## src/logic/tap_pkg.sv

```systemverilog
// Purpose: shared constants and types for the boundary-scan test port
// Assumes: four-bit instruction register, one-hot controller state codes
// Notes: instruction codes and the identity value are local choices
package tap_pkg;

    // instruction register width and codes
    localparam int IR_WIDTH = 4;
    localparam logic [3:0] INSTR_EXTEST = 4'h0; // drive pins from the update latches
    localparam logic [3:0] INSTR_SAMPLE = 4'h1; // observe pins, core keeps the pins
    localparam logic [3:0] INSTR_IDCODE = 4'h2; // also the value after controller reset
    localparam logic [3:0] INSTR_BYPASS = 4'hf; // all ones, as the standard demands
    localparam logic [3:0] IR_CAPTURE = 4'h1; // low two bits 01 on capture

    // boundary register length and identity word
    localparam int BSR_LEN = 8;
    // value is arbitrary; bit 0 must stay one
    localparam logic [31:0] IDCODE_DEFAULT = 32'h1a5a_5001;
    localparam int ID_WIDTH = 32;

    // sixteen controller states, one-hot
    typedef enum logic [15:0] {
        st_reset = 16'h0001,
        st_idle = 16'h0002,
        st_sel_dr = 16'h0004,
        st_cap_dr = 16'h0008,
        st_shift_dr = 16'h0010,
        st_exit1_dr = 16'h0020,
        st_pause_dr = 16'h0040,
        st_exit2_dr = 16'h0080,
        st_upd_dr = 16'h0100,
        st_sel_ir = 16'h0200,
        st_cap_ir = 16'h0400,
        st_shift_ir = 16'h0800,
        st_exit1_ir = 16'h1000,
        st_pause_ir = 16'h2000,
        st_exit2_ir = 16'h4000,
        st_upd_ir = 16'h8000
    } tap_state_t;

endpackage

```

## src/logic/tap_fifo.sv

```systemverilog
// Purpose: small valid/ready buffer for captured pin words
// Assumes: one clock, asynchronous active-high reset
// Notes: depth two by default, so one stalled read loses nothing
`timescale 1ns/1ps
module tap_fifo #(
    parameter int WIDTH = 8,
    parameter int DEPTH = 2
) (
    // clock and reset
    input wire logic clock,
    input wire logic reset,
    // filling side
    input wire logic in_valid,
    output logic in_ready,
    input wire logic [WIDTH-1:0] in_data,
    // draining side
    output logic out_valid,
    input wire logic out_ready,
    output logic [WIDTH-1:0] out_data
);
    localparam int PW = (DEPTH > 1) ? $clog2(DEPTH) : 1;
    localparam int CW = $clog2(DEPTH + 1);
    localparam logic [PW-1:0] LAST = PW'(DEPTH - 1);
    localparam logic [CW-1:0] FULL = CW'(DEPTH);

    logic [WIDTH-1:0] mem_q [DEPTH]; // storage words
    logic [PW-1:0] wr_q; // write pointer
    logic [PW-1:0] rd_q; // read pointer
    logic [CW-1:0] count_q; // words held
    wire push = in_valid && in_ready;
    wire pop = out_valid && out_ready;

    // honest flags: full blocks the source, empty hides stale data
    assign in_ready = (count_q != FULL);
    assign out_valid = (count_q != '0);
    assign out_data = mem_q[rd_q];

    // pointer step with wrap, used by both pointers
    function automatic logic [PW-1:0] step(input logic [PW-1:0] p);
        step = (p == LAST) ? '0 : p + 1'b1;
    endfunction

    // storage write
    always_ff @(posedge clock)
    begin
        if (push)
        begin
            mem_q[wr_q] <= in_data;
        end
    end

    // pointers and occupancy
    always_ff @(posedge clock or posedge reset)
    begin
        if (reset)
        begin
            wr_q <= '0;
            rd_q <= '0;
            count_q <= '0;
        end
        else
        begin
            if (push)
                wr_q <= step(wr_q);
            if (pop)
                rd_q <= step(rd_q);
            if (push && !pop)
                count_q <= count_q + 1'b1;
            else if (pop && !push)
                count_q <= count_q - 1'b1;
        end
    end
endmodule

```

## src/logic/boundary_scan_test_port.sv

```systemverilog
// Purpose: boundary-scan test access port, oversampled on the system clock
// Assumes: test clock far slower than clock (at least four clock periods per half)
// Notes: output-clock pins carry no cell and never pass through this block
`timescale 1ns/1ps
// Summary of operation
// - test reset low clears controller at once
// - serial input taken on test clock rise
// - serial output changes on test clock fall
// - mode select steps standard controller on rise
// - serial output is three-state, port enables it
// - digital pins are scan cells, clocks excluded
module boundary_scan_test_port #(
    parameter int BSR_LEN = tap_pkg::BSR_LEN,
    parameter logic [31:0] IDCODE = tap_pkg::IDCODE_DEFAULT
) (
    // system clock and reset
    input wire logic clock,
    input wire logic reset,
    // test pins from the tester
    input wire logic test_clock,
    input wire logic test_mode_select,
    input wire logic test_serial_in,
    input wire logic test_reset_n,
    // serial output pin, enable low while driven
    output logic test_serial_out,
    output logic test_serial_out_oe_n,
    // sampled pin states from the pad ring
    input wire logic [BSR_LEN-1:0] pin_state,
    input wire logic pin_state_valid,
    output logic pin_state_ready,
    // core output values and pad drive
    input wire logic [BSR_LEN-1:0] core_pin_out,
    output logic [BSR_LEN-1:0] pin_out,
    output logic test_mode
);
    localparam int IRW = tap_pkg::IR_WIDTH;

    // controller is held by either reset; test reset acts without any edge
    wire tap_rst = reset | ~test_reset_n;

    // two-stage synchronisers and a third stage for edge detection
    logic tck_m_q, tck_s_q, tck_p_q;
    logic tms_m_q, tms_s_q;
    logic tdi_m_q, tdi_s_q;
    always_ff @(posedge clock or posedge reset)
    begin
        if (reset)
        begin
            {tck_m_q, tck_s_q, tck_p_q} <= 3'h0;
            {tms_m_q, tms_s_q, tdi_m_q, tdi_s_q} <= 4'hf;
        end
        else
        begin
            {tck_m_q, tck_s_q, tck_p_q} <= {test_clock, tck_m_q, tck_s_q};
            {tms_m_q, tms_s_q} <= {test_mode_select, tms_m_q};
            {tdi_m_q, tdi_s_q} <= {test_serial_in, tdi_m_q};
        end
    end
    // tms and tdi share the clock's delay, so they line up with the edge
    wire rise = tck_s_q & ~tck_p_q;
    wire fall = ~tck_s_q & tck_p_q;

    // controller state and the instruction in force
    tap_pkg::tap_state_t state_q; // one-hot controller state
    logic [IRW-1:0] ir_q; // instruction in force
    logic [IRW-1:0] ir_shift_q; // instruction shift stage
    logic [tap_pkg::ID_WIDTH-1:0] id_shift_q; // identity shift stage
    logic bypass_q; // one-bit bypass stage
    logic [BSR_LEN-1:0] bsr_shift_q; // boundary shift stage
    logic [BSR_LEN-1:0] bsr_upd_q; // boundary update latches
    logic [BSR_LEN-1:0] pin_word_q; // latest pad sample out of the buffer
    logic [BSR_LEN-1:0] pin_out_q; // registered pad drive
    logic test_mode_q; // pads under scan control
    logic tdo_q; // serial output bit
    logic tdo_en_q; // serial output driven
    logic buf_valid; // buffer holds a pad word
    logic [BSR_LEN-1:0] buf_data; // oldest pad word in the buffer

    // next controller state for one mode select value
    function automatic tap_pkg::tap_state_t next_state(
        input tap_pkg::tap_state_t s,
        input logic m
    );
        case (s)
            tap_pkg::st_reset: next_state = m ? tap_pkg::st_reset : tap_pkg::st_idle;
            tap_pkg::st_idle: next_state = m ? tap_pkg::st_sel_dr : tap_pkg::st_idle;
            tap_pkg::st_sel_dr: next_state = m ? tap_pkg::st_sel_ir : tap_pkg::st_cap_dr;
            tap_pkg::st_cap_dr: next_state = m ? tap_pkg::st_exit1_dr : tap_pkg::st_shift_dr;
            tap_pkg::st_shift_dr: next_state = m ? tap_pkg::st_exit1_dr : tap_pkg::st_shift_dr;
            tap_pkg::st_exit1_dr: next_state = m ? tap_pkg::st_upd_dr : tap_pkg::st_pause_dr;
            tap_pkg::st_pause_dr: next_state = m ? tap_pkg::st_exit2_dr : tap_pkg::st_pause_dr;
            tap_pkg::st_exit2_dr: next_state = m ? tap_pkg::st_upd_dr : tap_pkg::st_shift_dr;
            tap_pkg::st_upd_dr: next_state = m ? tap_pkg::st_sel_dr : tap_pkg::st_idle;
            tap_pkg::st_sel_ir: next_state = m ? tap_pkg::st_reset : tap_pkg::st_cap_ir;
            tap_pkg::st_cap_ir: next_state = m ? tap_pkg::st_exit1_ir : tap_pkg::st_shift_ir;
            tap_pkg::st_shift_ir: next_state = m ? tap_pkg::st_exit1_ir : tap_pkg::st_shift_ir;
            tap_pkg::st_exit1_ir: next_state = m ? tap_pkg::st_upd_ir : tap_pkg::st_pause_ir;
            tap_pkg::st_pause_ir: next_state = m ? tap_pkg::st_exit2_ir : tap_pkg::st_pause_ir;
            tap_pkg::st_exit2_ir: next_state = m ? tap_pkg::st_upd_ir : tap_pkg::st_shift_ir;
            tap_pkg::st_upd_ir: next_state = m ? tap_pkg::st_sel_dr : tap_pkg::st_idle;
            // an illegal code falls back to reset, the safe place
            default: next_state = tap_pkg::st_reset;
        endcase
    endfunction

    // state decode, shared by the stages and the output
    wire in_cap_dr = (state_q == tap_pkg::st_cap_dr);
    wire in_shift_dr = (state_q == tap_pkg::st_shift_dr);
    wire in_upd_dr = (state_q == tap_pkg::st_upd_dr);
    wire in_cap_ir = (state_q == tap_pkg::st_cap_ir);
    wire in_shift_ir = (state_q == tap_pkg::st_shift_ir);
    wire in_upd_ir = (state_q == tap_pkg::st_upd_ir);
    wire in_reset = (state_q == tap_pkg::st_reset);
    wire in_shift = in_shift_dr | in_shift_ir;

    // instruction decode; unknown codes fall through to bypass
    wire sel_id = (ir_q == tap_pkg::INSTR_IDCODE);
    wire sel_extest = (ir_q == tap_pkg::INSTR_EXTEST);
    wire sel_bsr = sel_extest | (ir_q == tap_pkg::INSTR_SAMPLE);
    wire dr_lsb = sel_id ? id_shift_q[0] : (sel_bsr ? bsr_shift_q[0] : bypass_q);
    wire tdo_next = in_shift_ir ? ir_shift_q[0] : dr_lsb;

    // controller steps only on a test clock rise
    always_ff @(posedge clock or posedge tap_rst)
    begin
        if (tap_rst)
            state_q <= tap_pkg::st_reset;
        else if (rise)
            state_q <= next_state(state_q, tms_s_q);
    end

    // instruction register: capture, shift lsb first, update
    always_ff @(posedge clock or posedge tap_rst)
    begin
        if (tap_rst)
        begin
            ir_q <= tap_pkg::INSTR_IDCODE;
            ir_shift_q <= tap_pkg::IR_CAPTURE;
        end
        else if (rise)
        begin
            // reset state keeps the identity instruction in force
            if (in_reset)
                ir_q <= tap_pkg::INSTR_IDCODE;
            else if (in_upd_ir)
                ir_q <= ir_shift_q;
            if (in_cap_ir)
                ir_shift_q <= tap_pkg::IR_CAPTURE;
            else if (in_shift_ir)
                ir_shift_q <= {tdi_s_q, ir_shift_q[IRW-1:1]};
        end
    end

    // data stages: all capture together, only the selected one shifts
    always_ff @(posedge clock or posedge tap_rst)
    begin
        if (tap_rst)
        begin
            id_shift_q <= '0;
            bypass_q <= 1'b0;
            bsr_shift_q <= '0;
        end
        else if (rise && in_cap_dr)
        begin
            id_shift_q <= IDCODE;
            bypass_q <= 1'b0;
            bsr_shift_q <= pin_word_q;
        end
        else if (rise && in_shift_dr)
        begin
            if (sel_id)
                id_shift_q <= {tdi_s_q, id_shift_q[tap_pkg::ID_WIDTH-1:1]};
            else if (sel_bsr)
                bsr_shift_q <= {tdi_s_q, bsr_shift_q[BSR_LEN-1:1]};
            else
                bypass_q <= tdi_s_q;
        end
    end

    // update latches hold the scanned word steady while shifting goes on
    always_ff @(posedge clock or posedge tap_rst)
    begin
        if (tap_rst)
            bsr_upd_q <= '0;
        else if (rise && in_upd_dr && sel_bsr)
            bsr_upd_q <= bsr_shift_q;
    end

    // pad words arrive through a small buffer so a busy pad ring loses none
    tap_fifo #(
        .WIDTH(BSR_LEN),
        .DEPTH(2)
    ) u_pin_buf (
        .clock(clock),
        .reset(reset),
        .in_valid(pin_state_valid),
        .in_ready(pin_state_ready),
        .in_data(pin_state),
        .out_valid(buf_valid),
        .out_ready(1'b1),
        .out_data(buf_data)
    );

    // pad side: newest sample kept, drive chosen by the instruction
    always_ff @(posedge clock or posedge reset)
    begin
        if (reset)
        begin
            pin_word_q <= '0;
            pin_out_q <= '0;
            test_mode_q <= 1'b0;
        end
        else
        begin
            if (buf_valid)
                pin_word_q <= buf_data;
            // output-clock pins never reach this mux, so they keep running
            pin_out_q <= sel_extest ? bsr_upd_q : core_pin_out;
            test_mode_q <= sel_extest;
        end
    end

    // serial output moves only on a test clock fall, half a period before use
    always_ff @(posedge clock or posedge tap_rst)
    begin
        if (tap_rst)
        begin
            tdo_q <= 1'b0;
            tdo_en_q <= 1'b0;
        end
        else if (fall)
        begin
            tdo_en_q <= in_shift;
            if (in_shift)
                tdo_q <= tdo_next;
        end
    end

    // pins: enable is active low, the pad turns it into a three-state driver
    assign test_serial_out = tdo_q;
    assign test_serial_out_oe_n = ~tdo_en_q;
    assign pin_out = pin_out_q;
    assign test_mode = test_mode_q;

    // test reset holds the controller and releases the output at once
    trst_holds_a: assert property (@(posedge clock) disable iff (reset)
        !test_reset_n |-> (state_q == tap_pkg::st_reset) && !tdo_en_q)
        else $error("controller not held by test reset");
    // instruction bits enter at the top on a rise
    ir_shift_in_a: assert property (@(posedge clock) disable iff (tap_rst)
        rise && in_shift_ir |=> ir_shift_q == {$past(tdi_s_q), $past(ir_shift_q[IRW-1:1])})
        else $error("instruction shift lost a bit");
    // output bit and enable move only after a fall
    tdo_on_fall_a: assert property (@(posedge clock) disable iff (tap_rst)
        !fall |=> $stable(tdo_q) && $stable(tdo_en_q))
        else $error("serial output moved without a fall");
    // controller moves only after a rise
    state_on_rise_a: assert property (@(posedge clock) disable iff (tap_rst)
        !rise |=> $stable(state_q))
        else $error("controller moved without a rise");
    // at each fall the output enable takes whether the controller is shifting
    oe_follows_shift_a: assert property (@(posedge clock) disable iff (tap_rst)
        fall |=> tdo_en_q == $past(in_shift))
        else $error("output enable not tied to shift states");
    // scanned word drives the pads under extest
    extest_pins_a: assert property (@(posedge clock) disable iff (reset)
        sel_extest |=> pin_out_q == $past(bsr_upd_q))
        else $error("pads not driven from update latches");
    // core keeps the pads otherwise
    core_pins_a: assert property (@(posedge clock) disable iff (reset)
        !sel_extest |=> pin_out_q == $past(core_pin_out))
        else $error("pads not driven by the core");

    // main scenarios reached
    id_shift_c: cover property (@(posedge clock) rise && in_shift_dr && sel_id);
    ir_update_c: cover property (@(posedge clock) rise && in_upd_ir);
    extest_update_c: cover property (@(posedge clock) rise && in_upd_dr && sel_extest);
endmodule

```

## config.mk

```make
export PLATFORM = sky130hd
export DESIGN_NAME = boundary_scan_test_port
export DESIGN_NICKNAME = d
export VERILOG_FILES = /design/src/logic/tap_pkg.sv /design/src/logic/tap_fifo.sv /design/src/logic/boundary_scan_test_port.sv
export SDC_FILE = /design/constraint.sdc
export NUM_CORES = 1
export LEC_CHECK = 0
export BUFFER_PORTS_ARGS = -buffer_cell sky130_fd_sc_hd__buf_2
export CORE_MARGIN = 1
export CORE_UTILIZATION = 60
export CTS_CLUSTER_DIAMETER = 150
export CTS_CLUSTER_SIZE = 40
export DETAILED_ROUTE_END_ITERATION = 10
export PLACE_DENSITY = 0.89
export SLEW_MARGIN = 10
export SYNTH_ARGS = -nofsm -noshare
export SYNTH_HDL_FRONTEND = slang
export SYNTH_SLANG_ARGS = --single-unit
```

## constraint.sdc

```tcl
create_clock -name clock -period 5.9 [get_ports clock]
set_input_delay 0.59 -clock clock [delete_from_list [all_inputs] [get_ports clock]]
set_output_delay 0.59 -clock clock [all_outputs]
set_load 0.02 [all_outputs]
```

==> results.cfg, run 1 <==
[pwr]
p_switching_uw = 805
p_comb_share_pct = 19.9
power_frac_clock_pct = 36.7
max-vdd-ir-drop_v = 0.000301
seqPwrFrac_pct = 43.4
p_leak_nw = 2.70
powerDensity_nw_per_um2 = 433
swShare_pct = 31.3
p_int_mw = 1.77

[critical_path]
path_cells = nor4_4 -> nand4_2 -> or4b_1 -> mux2_4
r2r_start = state_q[13]
cp.arrival_ns = 3.03
slowest_stage = or4b_1
regToRegEndpoint = bsr_upd_q[1]
critPathRequiredTime_ns = 6.30
start_kind = register
path_buf_inv = 0
crit_fanout = 11
crit_type = register to register
rrSetupSlack_ns = 3.27
endpoint_kind = register
cp_top_family = simple AND/OR/NAND/NOR gates
reg2reg_depth = 4
max_stage_delay_ns = 0.83

[synth]
synth-seq-cells = 119
synth_nets = 450
avgSynthCellArea_sq_um = 12.4
yosysTopAreaCell = dfrtp_1
yosysWarnings = 0
synth.top_cell.area_share_pct = 45.6
synth_edf_count = 16
ys_types = 64
synth_ff_type = dfrtp_1
syn_inst = 426
synth-async-reset-ratio_pct = 86.6
syn_area_sq_um = 5270
synth_top_cells_by_area = dfrtp_1 46%, edfxtp_1 9.1%, a22o_1 3.7%
yosysSeqAreaShare_pct = 58.2

[clock_tree]
cts_sinks = 119
cts_tree = yes
post_cts_buffers = 0
htree_num_levels = 4
postCtsHoldBufs = 0
clk_pin_slew_ns = 0.06
cts_made_buffers = 17
clock_latency_ns = 0.52
cts_root_buf = clkbuf_8
cts_resized = 0
clk_path_buf_depth = 2

[global_route]
grt_usage_pct = 26.3
grt_pass1_vias = 3531
antenna_found_initial = 0
grt_pass1_wl_um = 17600
overflow = 0
grt_start_max_net_pins = 76

[layout]
antenna-diode-count = 0
final_nets = 478
final_area_sq_um = 5930
drive_gt1_share_pct = 22.7
seq_area_sq_um = 3070
final_util_pct = 71.2
fillers = 518
multi_input_area_sq_um = 1980
syn2layout_area_growth_pct = 12.7

[drt]
drt_iter0_markers = 268
avgViaCountPerCell = 6.23
drc = 0
drt_first_pass_iters = 5
totalWireLength_um = 10700
ant_nets = 0
wl_per_cell_um = 18.8
vias = 3563

[place]
post_dp_cell_area_sq_um = 5390
routabilityCongestion = 0.940
portBuffers = 34
hpwl_um = 6480

[worst_hold_path]
hp-class = primary input to register
whs_path_depth = 1
worstHoldEndpoint = tms_m_q
min-delay-start = test_mode_select

[timing]
setup_violations = 0
hold_violations = 0
rsz0062_at_grt = false
worst_pin_slew_ns = 1.01
post-route-period-util_pct = 44.5
setup_tns_ns = 0
period_minus_slack_ns = 2.63
maxSlewViolCount = 0
finClkSkew_ns = 0.00732
max_freq_mhz = 381
slew_headroom_pct = 32.2

[floorplan]
die_w_um = 95.7
dieArea_sq_um = 9160
rows = 33
fp.coreArea_sq_um = 8340
die_y_um = 95.7
start_util_pct = 63.1
boundaryPins = 35

[status]
outcome = finished clean

[job]
drv_cap = 0
Yosys cell counts, types with 2 or more instances:
cell,n
o22ai_1,5
xor2_1,6
clkbuf_8,3
buf_2,2
o21ai_0,22
and3b_1,4
and2_1,2
o22a_1,10
nand3_1,7
nand4_1,5
a31oi_1,5
xnor2_1,7
o31ai_1,3
inv_1,7
mux2_4,8
nor4_4,2
nor3_1,8
nor4_2,2
a211oi_1,2
and3_1,3
nor2_1,26
o2bb2ai_1,5
mux2i_1,13
clkbuf_1,11
a21oi_1,7
nor3b_1,3
nand2_1,32
edfxtp_1,16
nor2b_1,8
nor4b_1,2
o41ai_1,2
mux2_2,11
dfstp_2,7
a21o_1,2
nand4b_1,5
nand2b_1,6
dfrtp_1,96
a22o_1,22
buf_6,8
o211ai_1,2
nor4_1,4
buf_4,3
flip-flops by register name, indices dropped and copies added (netlist names), 2 cells and up:
signal	cells
bsr_shift_q	8
pin_out	8
u_pin_buf.count_q	2
u_pin_buf.mem_q	16
bsr_upd_q	8
id_shift_q	32
ir_shift_q	4
state_q	16
pin_word_q	8
ir_q	4
worst max-delay path by stage:
stage / cells after the start / to / slack, ns / from
floorplan: 1 / bsr_shift_q[0] / 0.67 / reset
global placement: 5 / id_shift_q[21] / 3.24 / state_q[13]
detailed placement: 5 / id_shift_q[11] / 3.09 / state_q[13]
CTS: 5 / id_shift_q[26] / 3.03 / state_q[13]
global route: 4 / bsr_shift_q[6] / 3.08 / state_q[13]
finish: 4 / bsr_upd_q[1] / 3.27 / state_q[13]
per-stage QoR:
stage	hold slack [ns]	setup slack [ns]	instances	total power, mW
2_1_floorplan	0.331	0.669	426	1.49
3_3_place_gp	0.335	3.24	540	1.59
5_1_grt	0.146	3.08	572	2.69
6_report	0.163	3.27	572	2.57
4_1_cts	0.149	3.03	572	2.57
3_5_place_dp	0.347	3.09	540	1.62
area by class of cell:
class                      count  area share (%)
sequential                   119            51.7
multi-input combinational    273            33.4
clock buffer                  18            7.04
timing repair buffer          36            3.12
tap                          105            2.21
clock inverter                14            2.11
inverter                       7           0.443
layer usage:
layer,GRT usage [%],routed length [um],up-vias
li1,-,-,1630
met1,32.9,4510,1747
met2,40.8,5240,148
met3,8.13,609,38
met4,14.4,370,0
met5,0,0,-
power groups by stage:
stage | clock [mW] | combinational (mW) | sequential (mW)
after floorplan | 0 | 0.396 | 1.09
after global placement | 0 | 0.475 | 1.11
after detailed placement | 0 | 0.496 | 1.12
after CTS | 0.952 | 0.510 | 1.11
after global routing | 0.990 | 0.568 | 1.13
final | 0.944 | 0.512 | 1.11
kinds of logic after synthesis:
logic type | share of synthesized area, %
buf+inv | 4.40
mux | 7.10
flops | 58.2
simple gates | 14.8
compound gates | 13.0
xor+xnor | 2.16
fa+ha+maj | 0.238
cell usage in the layout, fill, tap and decap left out, types with 3 or more instances in the layout:
cell,Yosys,layout
nor3b_1,3,3
nand4b_1,5,5
clkinvlp_4,0,3
mux2i_1,13,13
o21ai_0,22,22
buf_2,2,34
nand2_1,32,32
and3b_1,4,4
a21oi_1,7,7
nand2b_1,6,6
nor4_1,4,4
and3_1,3,3
o31ai_1,3,3
xor2_1,6,6
o2bb2ai_1,5,5
o22a_1,10,10
inv_1,7,6
nor2b_1,8,7
dfstp_2,7,7
nand4_1,5,5
clkinv_2,0,4
a31oi_1,5,5
clkinv_4,0,3
nor2_1,26,26
a22o_1,22,22
mux2_4,8,8
nor3_1,8,8
edfxtp_1,16,16
inv_6,0,3
o22ai_1,5,5
nand3_1,7,7
dfrtp_1,96,96
mux2_2,11,11
xnor2_1,7,7
clkbuf_16,0,16
worst register-to-register path, cell delays in order, from the launching register on:
cell     delay (ns)
dfrtp_1        0.50
nor4_4         0.54
nand4_2        0.23
or4b_1         0.83
mux2_4         0.40
No activity file was read; power rests on OpenSTA's default activity.
==> run 2: changes to the inputs <==
--- a/config.mk
+++ b/config.mk
@@ -7,11 +7,11 @@
 export LEC_CHECK = 0
 export BUFFER_PORTS_ARGS = -buffer_cell sky130_fd_sc_hd__buf_2
 export CORE_MARGIN = 1
-export CORE_UTILIZATION = 60
+export CORE_UTILIZATION = 54
 export CTS_CLUSTER_DIAMETER = 150
 export CTS_CLUSTER_SIZE = 40
 export DETAILED_ROUTE_END_ITERATION = 10
-export PLACE_DENSITY = 0.89
+export PLACE_DENSITY = 0.85
 export SLEW_MARGIN = 10
 export SYNTH_ARGS = -nofsm -noshare
 export SYNTH_HDL_FRONTEND = slang
==> constraint.sdc (replaced) <==
create_clock -name clock -period 2.4 [get_ports clock]
set_input_delay 0.24 -clock clock [delete_from_list [all_inputs] [get_ports clock]]
set_output_delay 0.24 -clock clock [all_outputs]
set_load 0.02 [all_outputs]
==> run 2 against run 1 <==
- worst setup slack worse by 3.1 ns
- sequential share of layout area shrank 4.5 points
- global-route usage down 0.69 points
- clock power rose to 2.7 times the previous value
- via count grew 5.1%
- flip-flop and latch count stayed put
==> results.cfg, run 2 (synthesis results as in run 1) <==
[place]
dp_worst_setup_slack_ns = -0.193
portBuffers = 34
routabilityCongestion = 0.860
dp_cells = 593
hpwl_um = 7040

[clock_tree]
cts_made_buffers = 17
cts_sinks = 119
clock_latency_ns = 0.54
clk_pin_slew_ns = 0.06
htree_num_levels = 4
clk_path_buf_depth = 2
cts_root_buf = clkbuf_8
post_cts_buffers = 0
cts_tree = yes

[global_route]
antenna_found_initial = 0
grt_pass1_wl_um = 19100
grt_usage_pct = 25.6
grt_pass1_vias = 3811
overflow = 0
grt_start_max_net_pins = 33

[status]
outcome = finished clean

[timing]
finClkSkew_ns = 0.00678
setup_violations = 0
setup_ws_ns = 0.168
rsz0062_at_grt = false
worst_pin_slew_ns = 0.865
hold_violations = 0
hold_slack_ns = 0.0469
max_freq_mhz = 448
post-route-period-util_pct = 93.0
maxSlewViolCount = 0
period_minus_slack_ns = 2.23
slew_headroom_pct = 42.2

[critical_path]
crit_fanout = 9
r2r_start = state_q[5]
critPathRequiredTime_ns = 2.82
crit_type = register to register
start_kind = register
rrSetupSlack_ns = 0.17
path_buf_inv = 1
crit_start = state_q[5]
slowest_stage = o21ai_0
max_stage_delay_ns = 0.67
cp_top_family = compound AO/OA/AOI/OAI gates
endpoint_kind = register
cp.arrival_ns = 2.65
path_cells = nor4_4 -> buf_4 -> nand4_1 -> nor2_1 -> o21ai_0 -> mux2_2

[pwr]
max-vdd-ir-drop_v = 0.000901
power_mw = 6.73
p_leak_nw = 2.97
powerDensity_nw_per_um2 = 1040

[floorplan]
fp.coreArea_sq_um = 9330
boundaryPins = 35
die_y_um = 101
start_util_pct = 56.5
dieArea_sq_um = 10200
die_w_um = 101
rows = 35

[layout]
fillers = 606
instances_no_fill = 646
largest_register_ffs = 32
drive_gt1_share_pct = 26.5
final_nets = 528
top_register = id_shift_q
largest_registers = id_shift_q (32), state_q (16), u_pin_buf.mem_q (16)
syn2layout_area_growth_pct = 23.5
layout_common_cells = 96 x dfrtp_1, 34 x buf_2, 32 x nand2_1
final_common_cell = dfrtp_1
antenna-diode-count = 0

[drt]
drc = 0
vias = 3746
totalWireLength_um = 11600
wl_per_cell_um = 18.0
avgViaCountPerCell = 5.80
ant_nets = 0
drt_iter0_markers = 357
drt_first_pass_iters = 5

[worst_hold_path]
min-delay-start = pin_state_valid
hp-class = primary input to register

[job]
drv_cap = 0
==> run 2: area by class of cell <==
| type | count | area [sq um] | area share [%] |
|---|---|---|---|
| Tap cell | 129 | 161 | 2.48 |
| Clock buffer | 17 | 414 | 6.37 |
| Timing Repair Buffer | 86 | 651 | 10.0 |
| Multi-Input combinational cell | 273 | 2000 | 30.7 |
| Clock inverter | 15 | 189 | 2.90 |
| Inverter | 7 | 26.3 | 0.404 |
| Sequential cell | 119 | 3070 | 47.2 |
==> run 2: final timing paths <==
path                                  end  cells after the start
max                               ir_q[2]                      6
min                        u_pin_buf.wr_q                      3
max reg2reg                       ir_q[2]                      6
min reg2reg                       tms_s_q                      0
max in group asynchronous   id_shift_q[0]                      4
min in group asynchronous         tck_s_q                      4
==> run 2: worst min-delay path: stages <==
cell and delay [ns]:
buf_2 0.11, nand2_1 0.12, xnor2_1 0.08
==> run 2: what timing repair did <==
item,4_1_cts,5_1_grt
endpoints found under the hold margin,74,0
hold buffers,21,0
endpoints found under the setup margin,21,31
resized for setup,1,2
==> run 2: per-layer routing <==
| layer | vias up | GRT usage [%] | share of wire, % |
|---|---|---|---|
| met3 | 29 | 7.77 | 5.2 |
| li1 | 1730 | - | - |
| met2 | 138 | 41.1 | 49 |
| met5 | - | 0 | 0 |
| met4 | 0 | 12.6 | 2.7 |
| met1 | 1849 | 31.7 | 43 |
==> run 2: per-stage QoR <==
stage | utilization, % | TNS [ns] | cell area (sq um)
5_1_grt | 69.7 | 0 | 6500
4_1_cts | 69.6 | 0 | 6490
2_1_floorplan | - | 0 | 5270
3_3_place_gp | 60.8 | -1.10 | 5670
3_5_place_dp | 60.8 | -3.68 | 5670
6_report | 69.7 | 0 | 6500
==> run 2: report_power, final <==
part | switching [mW] | internal (mW)
combinational | 0.774 | 0.651
clock | 0.979 | 1.60
sequential | 0.293 | 2.43
total | 2.05 | 4.69
